## config.mk

```make
export PLATFORM = sky130hd
export DESIGN_NAME = pcs_port
export DESIGN_NICKNAME = d
export VERILOG_FILES = /design/src/verilog/pcs_pkg.sv /design/src/verilog/pcs_bus_if.sv /design/src/verilog/pcs_decoder.sv /design/src/verilog/pcs_port.sv
export SDC_FILE = /design/constraint.sdc
export NUM_CORES = 1
export LEC_CHECK = 0
export BUFFER_PORTS_ARGS = -buffer_cell sky130_fd_sc_hd__buf_2
export CAP_MARGIN = 20
export CORE_MARGIN = 2
export CORE_UTILIZATION = 40
export DETAILED_ROUTE_END_ITERATION = 10
export GPL_TIMING_DRIVEN = 0
export PLACE_DENSITY = 0.6
export SYNTH_ARGS = -nofsm -noshare
export SYNTH_HDL_FRONTEND = slang
export SYNTH_SLANG_ARGS = --single-unit
```

## constraint.sdc

```tcl
create_clock -name i_ref_clk -period 2.5 [get_ports i_ref_clk]
set_input_delay 0.125 -clock i_ref_clk [delete_from_list [all_inputs] [get_ports i_ref_clk]]
set_output_delay 0.125 -clock i_ref_clk [all_outputs]
set_load 0.005 [all_outputs]
```

## src/verilog/pcs_pkg.sv

```systemverilog
// Constants and types shared by the auxiliary port and its address decoders.
package pcs_pkg;

    // ------------------------------------------------------------------
    // Geometry
    // ------------------------------------------------------------------
    localparam int PCS_PINS = 4;

    // ------------------------------------------------------------------
    // Register offsets
    // ------------------------------------------------------------------
    localparam logic [7:0] PCS_ADDR_LATCH  = 8'ha5;
    localparam logic [7:0] PCS_ADDR_CTRL_A = 8'ha2;
    localparam logic [7:0] PCS_ADDR_CTRL_B = 8'ha3;
    // Base pairs: low byte at base + 2*pin, high byte at base + 2*pin + 1.
    localparam logic [7:0] PCS_ADDR_BASE   = 8'hd0;

    // ------------------------------------------------------------------
    // Field positions and reset values
    // ------------------------------------------------------------------
    localparam int         PCS_MODE_LSB    = 0;
    localparam int         PCS_SIZE_W      = 2;
    localparam logic [3:0] PCS_LATCH_RST   = 4'hf;
    localparam logic [7:0] PCS_CTRL_RST    = 8'h00;
    localparam logic [15:0] PCS_BASE_RST   = 16'h0000;

    // Address bits ignored for each range size code: 1, 16, 256, 4096 bytes.
    localparam logic [15:0] PCS_MASK_0 = 16'h0000;
    localparam logic [15:0] PCS_MASK_1 = 16'h000f;
    localparam logic [15:0] PCS_MASK_2 = 16'h00ff;
    localparam logic [15:0] PCS_MASK_3 = 16'h0fff;

    // ------------------------------------------------------------------
    // Operating modes
    // ------------------------------------------------------------------
    typedef enum logic [1:0] {
        PCS_MODE_IO = 2'b00,
        PCS_MODE_RD = 2'b01,
        PCS_MODE_WR = 2'b10,
        PCS_MODE_RW = 2'b11
    } pcs_mode_t;

endpackage : pcs_pkg

```

## src/verilog/pcs_bus_if.sv

```systemverilog
// External bus address and strobes as seen by the per-pin decoders.
`timescale 1ns/100ps
interface pcs_bus_if;
    logic [15:0] addr;
    logic        rd_n;
    logic        wr_n;

    modport drv (output addr, output rd_n, output wr_n);
    modport dec (input addr, input rd_n, input wr_n);
endinterface : pcs_bus_if

```

## src/verilog/pcs_decoder.sv

```systemverilog
// Address range match and strobe gating for one port pin.
`timescale 1ns/100ps
module pcs_decoder
(
    // External bus
    pcs_bus_if.dec                 bus,
    // Configuration
    input  wire pcs_pkg::pcs_mode_t i_mode,
    input  wire logic [15:0]       i_base,
    input  wire logic [1:0]        i_size,
    // Result
    output logic                   o_hit,
    output logic                   o_strobe_n
);

    logic [15:0] mask;

    always_comb
    begin
        case (i_size)
            2'h0:    mask = pcs_pkg::PCS_MASK_0;
            2'h1:    mask = pcs_pkg::PCS_MASK_1;
            2'h2:    mask = pcs_pkg::PCS_MASK_2;
            default: mask = pcs_pkg::PCS_MASK_3;
        endcase
    end

    assign o_hit = ((bus.addr & ~mask) == (i_base & ~mask));

    always_comb
    begin
        case (i_mode)
            pcs_pkg::PCS_MODE_RD: o_strobe_n = bus.rd_n | ~o_hit;
            pcs_pkg::PCS_MODE_WR: o_strobe_n = bus.wr_n | ~o_hit;
            pcs_pkg::PCS_MODE_RW: o_strobe_n = (bus.rd_n & bus.wr_n) | ~o_hit;
            default:              o_strobe_n = 1'b1;
        endcase
    end

endmodule : pcs_decoder

```

## src/verilog/pcs_port.sv

```systemverilog
// Four-pin auxiliary port with general I/O and address-decoded strobe modes.
//
// Design decision made here: the address-and-strobe port.
`timescale 1ns/100ps

module pcs_port
(
    // Clock and reset
    input  wire logic        i_ref_clk,
    input  wire logic        i_nrst,
    // Register port
    input  wire logic [7:0]  i_reg_addr,
    input  wire logic [7:0]  i_reg_wdata,
    input  wire logic        i_reg_we,
    input  wire logic        i_reg_re,
    output logic      [7:0]  o_reg_rdata,
    // External bus from the core
    input  wire logic [15:0] i_bus_addr,
    input  wire logic        i_bus_rd_n,
    input  wire logic        i_bus_wr_n,
    // Port pins
    input  wire logic [3:0]  i_pin_in,
    output logic      [3:0]  o_pin_out,
    output logic      [3:0]  o_pin_oe_n
);

    localparam int N = pcs_pkg::PCS_PINS;

    // ------------------------------------------------------------------
    // State
    // ------------------------------------------------------------------
    typedef struct packed {
        logic [N-1:0]        latch;
        logic [7:0]          ctrl_a;
        logic [7:0]          ctrl_b;
        logic [N-1:0][15:0]  base;
        logic [7:0]          rdata;
        logic [N-1:0]        pin_out;
        logic [N-1:0]        pin_oe_n;
        logic [N-1:0]        sync1;
        logic [N-1:0]        sync2;
    } pcs_state_t;

    pcs_state_t         st_q;
    pcs_state_t         st_d;
    pcs_pkg::pcs_mode_t mode;
    logic [N-1:0]       hit;
    logic [N-1:0]       strobe_n;

    assign mode = pcs_pkg::pcs_mode_t'(st_q.ctrl_a[pcs_pkg::PCS_MODE_LSB +: 2]);

    // ------------------------------------------------------------------
    // Per-pin decoders
    // ------------------------------------------------------------------
    pcs_bus_if bus_if ();

    assign bus_if.addr = i_bus_addr;
    assign bus_if.rd_n = i_bus_rd_n;
    assign bus_if.wr_n = i_bus_wr_n;

    generate
        for (genvar g = 0; g < N; g++)
        begin : g_pin
            pcs_decoder u_dec
            (
                .bus        (bus_if.dec),
                .i_mode     (mode),
                .i_base     (st_q.base[g]),
                .i_size     (st_q.ctrl_b[g*pcs_pkg::PCS_SIZE_W +: pcs_pkg::PCS_SIZE_W]),
                .o_hit      (hit[g]),
                .o_strobe_n (strobe_n[g])
            );
        end
    endgenerate

    // ------------------------------------------------------------------
    // Next state
    // ------------------------------------------------------------------
    always_comb
    begin
        st_d       = st_q;
        st_d.sync1 = i_pin_in;
        st_d.sync2 = st_q.sync1;
        st_d.rdata = 8'h00;

        if (i_reg_we)
        begin
            if (i_reg_addr == pcs_pkg::PCS_ADDR_LATCH)
            begin
                st_d.latch = i_reg_wdata[N-1:0];
            end
            else if (i_reg_addr == pcs_pkg::PCS_ADDR_CTRL_A)
            begin
                st_d.ctrl_a = i_reg_wdata;
            end
            else if (i_reg_addr == pcs_pkg::PCS_ADDR_CTRL_B)
            begin
                st_d.ctrl_b = i_reg_wdata;
            end
            else if (i_reg_addr[7:3] == pcs_pkg::PCS_ADDR_BASE[7:3])
            begin
                if (i_reg_addr[0])
                begin
                    st_d.base[i_reg_addr[2:1]][15:8] = i_reg_wdata;
                end
                else
                begin
                    st_d.base[i_reg_addr[2:1]][7:0] = i_reg_wdata;
                end
            end
        end

        if (i_reg_re)
        begin
            if (i_reg_addr == pcs_pkg::PCS_ADDR_LATCH)
            begin
                // Like a general port, a read returns the pin levels.
                st_d.rdata = {4'h0, st_q.sync2};
            end
            else if (i_reg_addr == pcs_pkg::PCS_ADDR_CTRL_A)
            begin
                st_d.rdata = st_q.ctrl_a;
            end
            else if (i_reg_addr == pcs_pkg::PCS_ADDR_CTRL_B)
            begin
                st_d.rdata = st_q.ctrl_b;
            end
            else if (i_reg_addr[7:3] == pcs_pkg::PCS_ADDR_BASE[7:3])
            begin
                if (i_reg_addr[0])
                begin
                    st_d.rdata = st_q.base[i_reg_addr[2:1]][15:8];
                end
                else
                begin
                    st_d.rdata = st_q.base[i_reg_addr[2:1]][7:0];
                end
            end
        end

        if (mode == pcs_pkg::PCS_MODE_IO)
        begin
            // A one is released to the pull-up, a zero is driven low.
            st_d.pin_out  = st_q.latch;
            st_d.pin_oe_n = st_q.latch;
        end
        else
        begin
            st_d.pin_out  = strobe_n;
            st_d.pin_oe_n = '0;
        end
    end

    // ------------------------------------------------------------------
    // Registers
    // ------------------------------------------------------------------
    always_ff @(posedge i_ref_clk or negedge i_nrst)
    begin
        if (!i_nrst)
        begin
            st_q          <= '0;
            st_q.latch    <= pcs_pkg::PCS_LATCH_RST;
            st_q.ctrl_a   <= pcs_pkg::PCS_CTRL_RST;
            st_q.ctrl_b   <= pcs_pkg::PCS_CTRL_RST;
            st_q.base     <= {N{pcs_pkg::PCS_BASE_RST}};
            st_q.pin_out  <= '1;
            st_q.pin_oe_n <= '1;
        end
        else
        begin
            st_q <= st_d;
        end
    end

    assign o_reg_rdata = st_q.rdata;
    assign o_pin_out   = st_q.pin_out;
    assign o_pin_oe_n  = st_q.pin_oe_n;

    // ------------------------------------------------------------------
    // Assertions
    // ------------------------------------------------------------------
    AST_LATCH_WRITE: assert property (@(posedge i_ref_clk) disable iff (!i_nrst)
        (i_reg_we && i_reg_addr == pcs_pkg::PCS_ADDR_LATCH && mode == pcs_pkg::PCS_MODE_IO)
        |=> ##1 (o_pin_oe_n == $past(i_reg_wdata[3:0], 2) && o_pin_out == $past(i_reg_wdata[3:0], 2)))
        else $error("port latch write did not reach the pins");

    AST_IO_MODE: assert property (@(posedge i_ref_clk) disable iff (!i_nrst)
        (mode == pcs_pkg::PCS_MODE_IO) |=> (o_pin_out == $past(st_q.latch) && o_pin_oe_n == o_pin_out))
        else $error("general I/O mode pins do not follow the latch");

    AST_RD_STROBE: assert property (@(posedge i_ref_clk) disable iff (!i_nrst)
        (mode == pcs_pkg::PCS_MODE_RD && !i_bus_rd_n && hit[0]) |=> !o_pin_out[0])
        else $error("read strobe missing on pin 0");

    AST_WR_STROBE: assert property (@(posedge i_ref_clk) disable iff (!i_nrst)
        (mode == pcs_pkg::PCS_MODE_WR && i_bus_wr_n) |=> o_pin_out == 4'hf)
        else $error("write strobe active without bus write");

    AST_RW_STROBE: assert property (@(posedge i_ref_clk) disable iff (!i_nrst)
        (mode == pcs_pkg::PCS_MODE_RW && hit[1] && !(i_bus_rd_n && i_bus_wr_n)) |=> !o_pin_out[1])
        else $error("read/write strobe missing on pin 1");

    AST_BASE_READ: assert property (@(posedge i_ref_clk) disable iff (!i_nrst)
        (i_reg_re && i_reg_addr == pcs_pkg::PCS_ADDR_BASE) |=> (o_reg_rdata == $past(st_q.base[0][7:0])))
        else $error("base low byte of pin 0 read back wrong");

    AST_RDATA_IDLE: assert property (@(posedge i_ref_clk) disable iff (!i_nrst)
        !i_reg_re |=> (o_reg_rdata == 8'h00))
        else $error("read data present without a read");

    AST_STROBE_DRIVE: assert property (@(posedge i_ref_clk) disable iff (!i_nrst)
        (mode != pcs_pkg::PCS_MODE_IO) |=> (o_pin_oe_n == 4'h0))
        else $error("strobe pins not actively driven");

    AST_IDLE_HIGH: assert property (@(posedge i_ref_clk) disable iff (!i_nrst)
        (mode != pcs_pkg::PCS_MODE_IO && hit == '0) |=> (o_pin_out == 4'hf))
        else $error("strobe active outside its range");

    COV_RD:  cover property (@(posedge i_ref_clk) disable iff (!i_nrst)
        mode == pcs_pkg::PCS_MODE_RD && !i_bus_rd_n && hit[0]);
    COV_WR:  cover property (@(posedge i_ref_clk) disable iff (!i_nrst)
        mode == pcs_pkg::PCS_MODE_WR && !i_bus_wr_n && hit[2]);
    COV_RW:  cover property (@(posedge i_ref_clk) disable iff (!i_nrst)
        mode == pcs_pkg::PCS_MODE_RW && !i_bus_wr_n && hit[3]);
    COV_PIN: cover property (@(posedge i_ref_clk) disable iff (!i_nrst)
        mode == pcs_pkg::PCS_MODE_IO && st_q.latch != 4'hf);

endmodule : pcs_port

```

* After elaboration in Yosys (flattened, before gate mapping)
Cells that the tools add are included.
** Word-level totals
- Flip-flop bits (word level) :: 108
- Bits of input ports :: 42
- Logic and storage cells :: 99
** Operators by class
- $lt $le $gt $ge :: 2
- Eq/ne operators :: 19
- Mux-type cells :: 24
- Bitwise operators :: 32
- Reduce and logical (&&, ||, !) cells :: 10
** Operators with widths (count)
- $pmux 12 s3 :: 4
- $and 16x16->16 :: 8
- $bwmux 64 :: 2
- $demux 16 s2 :: 2
- $eq 16x16->1 :: 4
- $mux 64 :: 1
- $mux 8 :: 8
- $not 12->16 :: 4
- $bmux 16 s2 :: 1
- $mux 16 :: 2
- $eq 8x8->1 const B :: 3
- $eq 2x2->1 const B :: 6
- $or 1x1->1 :: 12
- $pmux 1 s3 :: 4
- $eq 2x1->1 const B :: 5
- $logic_not 2->1 :: 5
- $not 1->1 :: 7
- $eq 5x5->1 const B :: 1
- $reduce_and 5->1 :: 1
- $reduce_and 4->1 :: 1
- $lt 2x3->1 const B :: 1
- $reduce_and 3->1 :: 1
- $ge 2x1->1 const B :: 1
- $reduce_and 2->1 :: 1
- other kinds (2) :: 2

* Longest topological paths before layout
- Word-level depth :: 9
- Gate-level depth with buffers :: 6

* Cells and area by module
A second synthesis with hierarchy kept.
** Second synthesis, totals
- Cells, all modules :: 457
- Area total of the unflattened synthesis :: 5788.1 µm²
** By module, submodules not included
- pcs_port :: instances 1, cells an instance 345, area each 4922.2 µm², seq. area each 2717.6 µm²
- pcs_decoder :: instances 4, cells an instance 28, area each 216.5 µm², seq. area each 0.0 µm²

* Worst setup path after synthesis
No wires, ideal clock.
- Kind :: input -> register
- From :: in i_reg_addr[3]
- To :: reg st_q[104] (netlist name)
- Data arrival time :: 1.403 ns
- Path slack :: 1.015 ns
- Stages on the path :: 4
- Buffers on the path :: 0
- Cell sequence :: nor4b_4 > nand2_1 > or4b_4 > mux2_4
** On the way
- Word-level cells in the longest chain between the ends :: 2
** RTL lines
- start, declared :: RTL line pcs_port.sv:12 : input wire logic [7:0] i_reg_addr,
- $eq 8x8->1 :: RTL line pcs_port.sv:88 : if (i_reg_addr == pcs_pkg::PCS_ADDR_LATCH)
- $reduce_and 2->1 (no source line)
- end signal, assigned :: RTL line pcs_port.sv:171 : st_q <= st_d;
- end, declared :: RTL line pcs_port.sv:44 : pcs_state_t st_q;
No other way between the ends.
A chain may end at the register's enable or synchronous reset.

==> results.sh <==
export IMPL_status="complete, no violations"
export IMPL_dp_hpwl_um=10000
export IMPL_synth_seq_area_share_pct=48.8
export IMPL_worst_hold_startpoint="i_reg_wdata[3]"
export IMPL_syn_to_final_growth_pct=14.7
export IMPL_r2r_end="o_pin_out[3]$_DFF_PN1_"
export IMPL_coreArea_sq_um=13700
export IMPL_worstReg2RegStart="st_q[83]$_DFFE_PN0P_"
export IMPL_drive_gt1_share_pct=41.4
export IMPL_diodes=0
export IMPL_dieArea_sq_um=14900
export IMPL_ios=58
export IMPL_final_common_cell="dfrtp_1"
export IMPL_synthTopCellsByArea="dfrtp_1 43%, mux2_2 17%, xor2_1 6.9%"
export IMPL_area_sequential_sq_um=2720
export IMPL_r2r_setup_slack_ns=0.67
export IMPL_arrival_ns=2.10
export IMPL_grt_use_met2_pct=30.0
export IMPL_clock_root_buffer="clkbuf_16"
export IMPL_fin_crit_ns=1.83
export IMPL_die_x_um=122
export IMPL_avgSynthCellArea_sq_um=13.0
export IMPL_p_clk_share_pct=36.2
export IMPL_synth_area_sq_um=5570
export IMPL_grt_pass1_wl_um=21200
export IMPL_cts_sinks=108
export IMPL_grtUsageTotal_pct=19.4
export IMPL_nFillCells=1252
export IMPL_cts_tree="built"
export IMPL_cts_made_buffers=9
export IMPL_worst_setup_path_start_kind="flop"
export IMPL_power_per_cell_area_nw_per_um2=576
export IMPL_hold_viol=0
export IMPL_swShare_pct=25.6
export IMPL_drt_iter0_drc=210
export IMPL_fin_tns_setup_ns=0
export IMPL_whs_path_depth=2
export IMPL_synth_top_area_cell="dfrtp_1"
export IMPL_wire_per_inst_um=20.0
export IMPL_nNetsFinal=535
export IMPL_drv_cap=0
export IMPL_p_total_mw=3.68
export IMPL_start_util_pct=40.6
export IMPL_finClkSkew_ns=0.00588
export IMPL_die_y_um=122
export IMPL_p_switching_mw=0.943
export IMPL_grt_max_degree=75
export IMPL_setup_worst_path_class="reg -> reg"
export IMPL_period_share_pct=73.0
export IMPL_ir_drop_uv=300
export IMPL_met1_usage_pct=26.6
export IMPL_port_buffers=47
export IMPL_p_int_mw=2.74
export IMPL_p_leak_nw=3.11
export IMPL_ys_ff_latch=108
export IMPL_drtPass1Iterations=4
export IMPL_place_congestion=0.894
export IMPL_setup_violations_final=0
export IMPL_vias=3641
export IMPL_via_per_inst=5.37
export IMPL_grt_met3_usage_pct=3.09
export IMPL_clk_latency_ns=0.35
export IMPL_ys_warn_count=0
export IMPL_drv_slew=0
export IMPL_clockBufferDepth=2
export IMPL_grt_busiest_layer="met2"
export IMPL_grt_setup_unrepaired="no"
export IMPL_share_seq_of_total_power_pct=51.8
export IMPL_grt_antenna_before_repair=0
export IMPL_postCtsSetupBuffers=0
export IMPL_max_freq_mhz=548
export IMPL_grt_pass1_vias=3770
export IMPL_max_slew_margin_pct=48.5
export IMPL_synthDistinctLibCells=40
export IMPL_final_cell_mix="96 x dfrtp_1, 85 x mux2_2, 54 x buf_2"
export IMPL_num_rows=43
export IMPL_reg2reg_depth=4
export IMPL_synth_top_area_share_pct=43.1
export IMPL_cp_max_fo=3
export IMPL_ant_nets=0
export IMPL_multi_input_area_sq_um=2620
export IMPL_synth_nets=471
export IMPL_grt_overflow=0
export IMPL_post_place_ws_ns=0.520
export IMPL_pwr_share_comb_pct=12.0
export IMPL_fin_ws_ns=0.674
export IMPL_clk_pin_slew_ns=0.07
export IMPL_required_ns=2.77
export IMPL_tightest_slew_ns=0.765
export IMPL_holdPathEnd="st_q[83]$_DFFE_PN0P_"
export IMPL_cts_htree_levels=3
export IMPL_postSynthCellCount=429
export IMPL_endpoint_kind="flop"
export IMPL_hold_class="in -> reg"
export IMPL_drt_wl_total_um=13600
export IMPL_remaining_drc_errors=0
==> power by group through the flow <==
stage	Clock [mW]	Sequential, mW	Combinational, mW
floorplan	0	1.92	0.276
global placement	0	1.93	0.427
detailed placement	0	1.94	0.442
CTS	1.37	1.90	0.450
global route	1.45	1.91	0.489
finish	1.33	1.91	0.443
==> timing repair <==
action	4_1_cts	5_1_grt
hold endpoints to repair	38	0
resized for setup	0	0
hold buffers	5	0
==> critical path, stage by stage (launching register included) <==
cell	delay [ns]
dfrtp_1	0.42
xor2_1	0.17
nor4_1	0.68
o2111ai_1	0.25
o32a_1	0.23
==> sequential cells by signal, indices dropped and copies added (netlist names) <==
| signal | cells |
|---|---|
| o_pin_oe_n | 4 |
| mode | 2 |
| o_pin_out | 4 |
| st_q | 86 |
| o_reg_rdata | 8 |
| st_d | 4 |
==> routing by layer <==
layer / vias to the layer above / routed length (um)
met5: - / 0
met4: 0 / 340
met3: 22 / 624
met2: 85 / 6380
met1: 1876 / 6210
li1: 1658 / -
==> cells by family (layout without fill, tap and decap cells) <==
kind of cell	after synthesis	count (layout)	share of synthesized area (%)
muxes	112	112	25.1
DFF	108	108	48.8
xor gates and xnor gates	64	64	10.1
and+or+nand+nor	63	63	6.87
buffers and inverters	45	114	4.29
AOI/OAI and AO/OA	37	37	4.87
==> per-stage QoR <==
stage | util (%) | instances | instance area (sq um) | hold WS, ns
2_1_floorplan | - | 429 | 5570 | -0.171
3_3_place_gp | 44.0 | 656 | 6030 | 0.235
3_5_place_dp | 44.2 | 657 | 6060 | 0.114
4_1_cts | 46.6 | 678 | 6390 | 0.0136
5_1_grt | 46.6 | 678 | 6390 | 0.0205
6_report | 46.6 | 678 | 6390 | 0.0200
==> cells in the mapped netlist, drive strengths merged <==
cell type   n
nand2      13
xor2       44
nor2        6
nand4       1
dfrtp      96
nand2b      2
nand4bb     1
and2        4
a21oi       4
nor4b       1
nor4        8
inv         3
nor2b       3
nand3       4
a31oi       4
o2111ai     4
mux2       92
dfstp      12
o22a        4
clkbuf     12
or2         1
a41o        4
buf        30
o32a        4
nor3       10
or3b        1
o22ai       9
nor3b       1
and3b       4
o21ai       4
mux4       12
mux2i       8
or3         2
xnor2      20
or4b        1
==> how the worst max path moves through the flow <==
stage / startpoint / endpoint / slack, ns / depth (start not counted)
2_1_floorplan: i_reg_addr[3] / st_q[104]$_DFFE_PN1P_ / 1.01 / 4
3_3_place_gp: i_nrst / st_q[79]$_DFFE_PN0P_ / 0.13 / 1
3_5_place_dp: i_reg_addr[2] / o_reg_rdata[7]$_DFF_PN0_ / 0.52 / 7
4_1_cts: st_q[83]$_DFFE_PN0P_ / o_pin_out[3]$_DFF_PN1_ / 0.70 / 4
5_1_grt: st_q[83]$_DFFE_PN0P_ / o_pin_out[3]$_DFF_PN1_ / 0.53 / 4
6_report: st_q[83]$_DFFE_PN0P_ / o_pin_out[3]$_DFF_PN1_ / 0.67 / 4
==> final cells by class <==
type / count / share of cell area, %
clock inverters: 7 / 0.803
clock buffers: 9 / 3.52
flip-flops and latches: 108 / 42.5
inverters: 3 / 0.176
plain buffers: 42 / 3.56
well taps: 180 / 3.52
multi-input cells: 276 / 40.9
repair buffers: 53 / 4.93
Note: power is estimated with default switching activity, not from simulation.
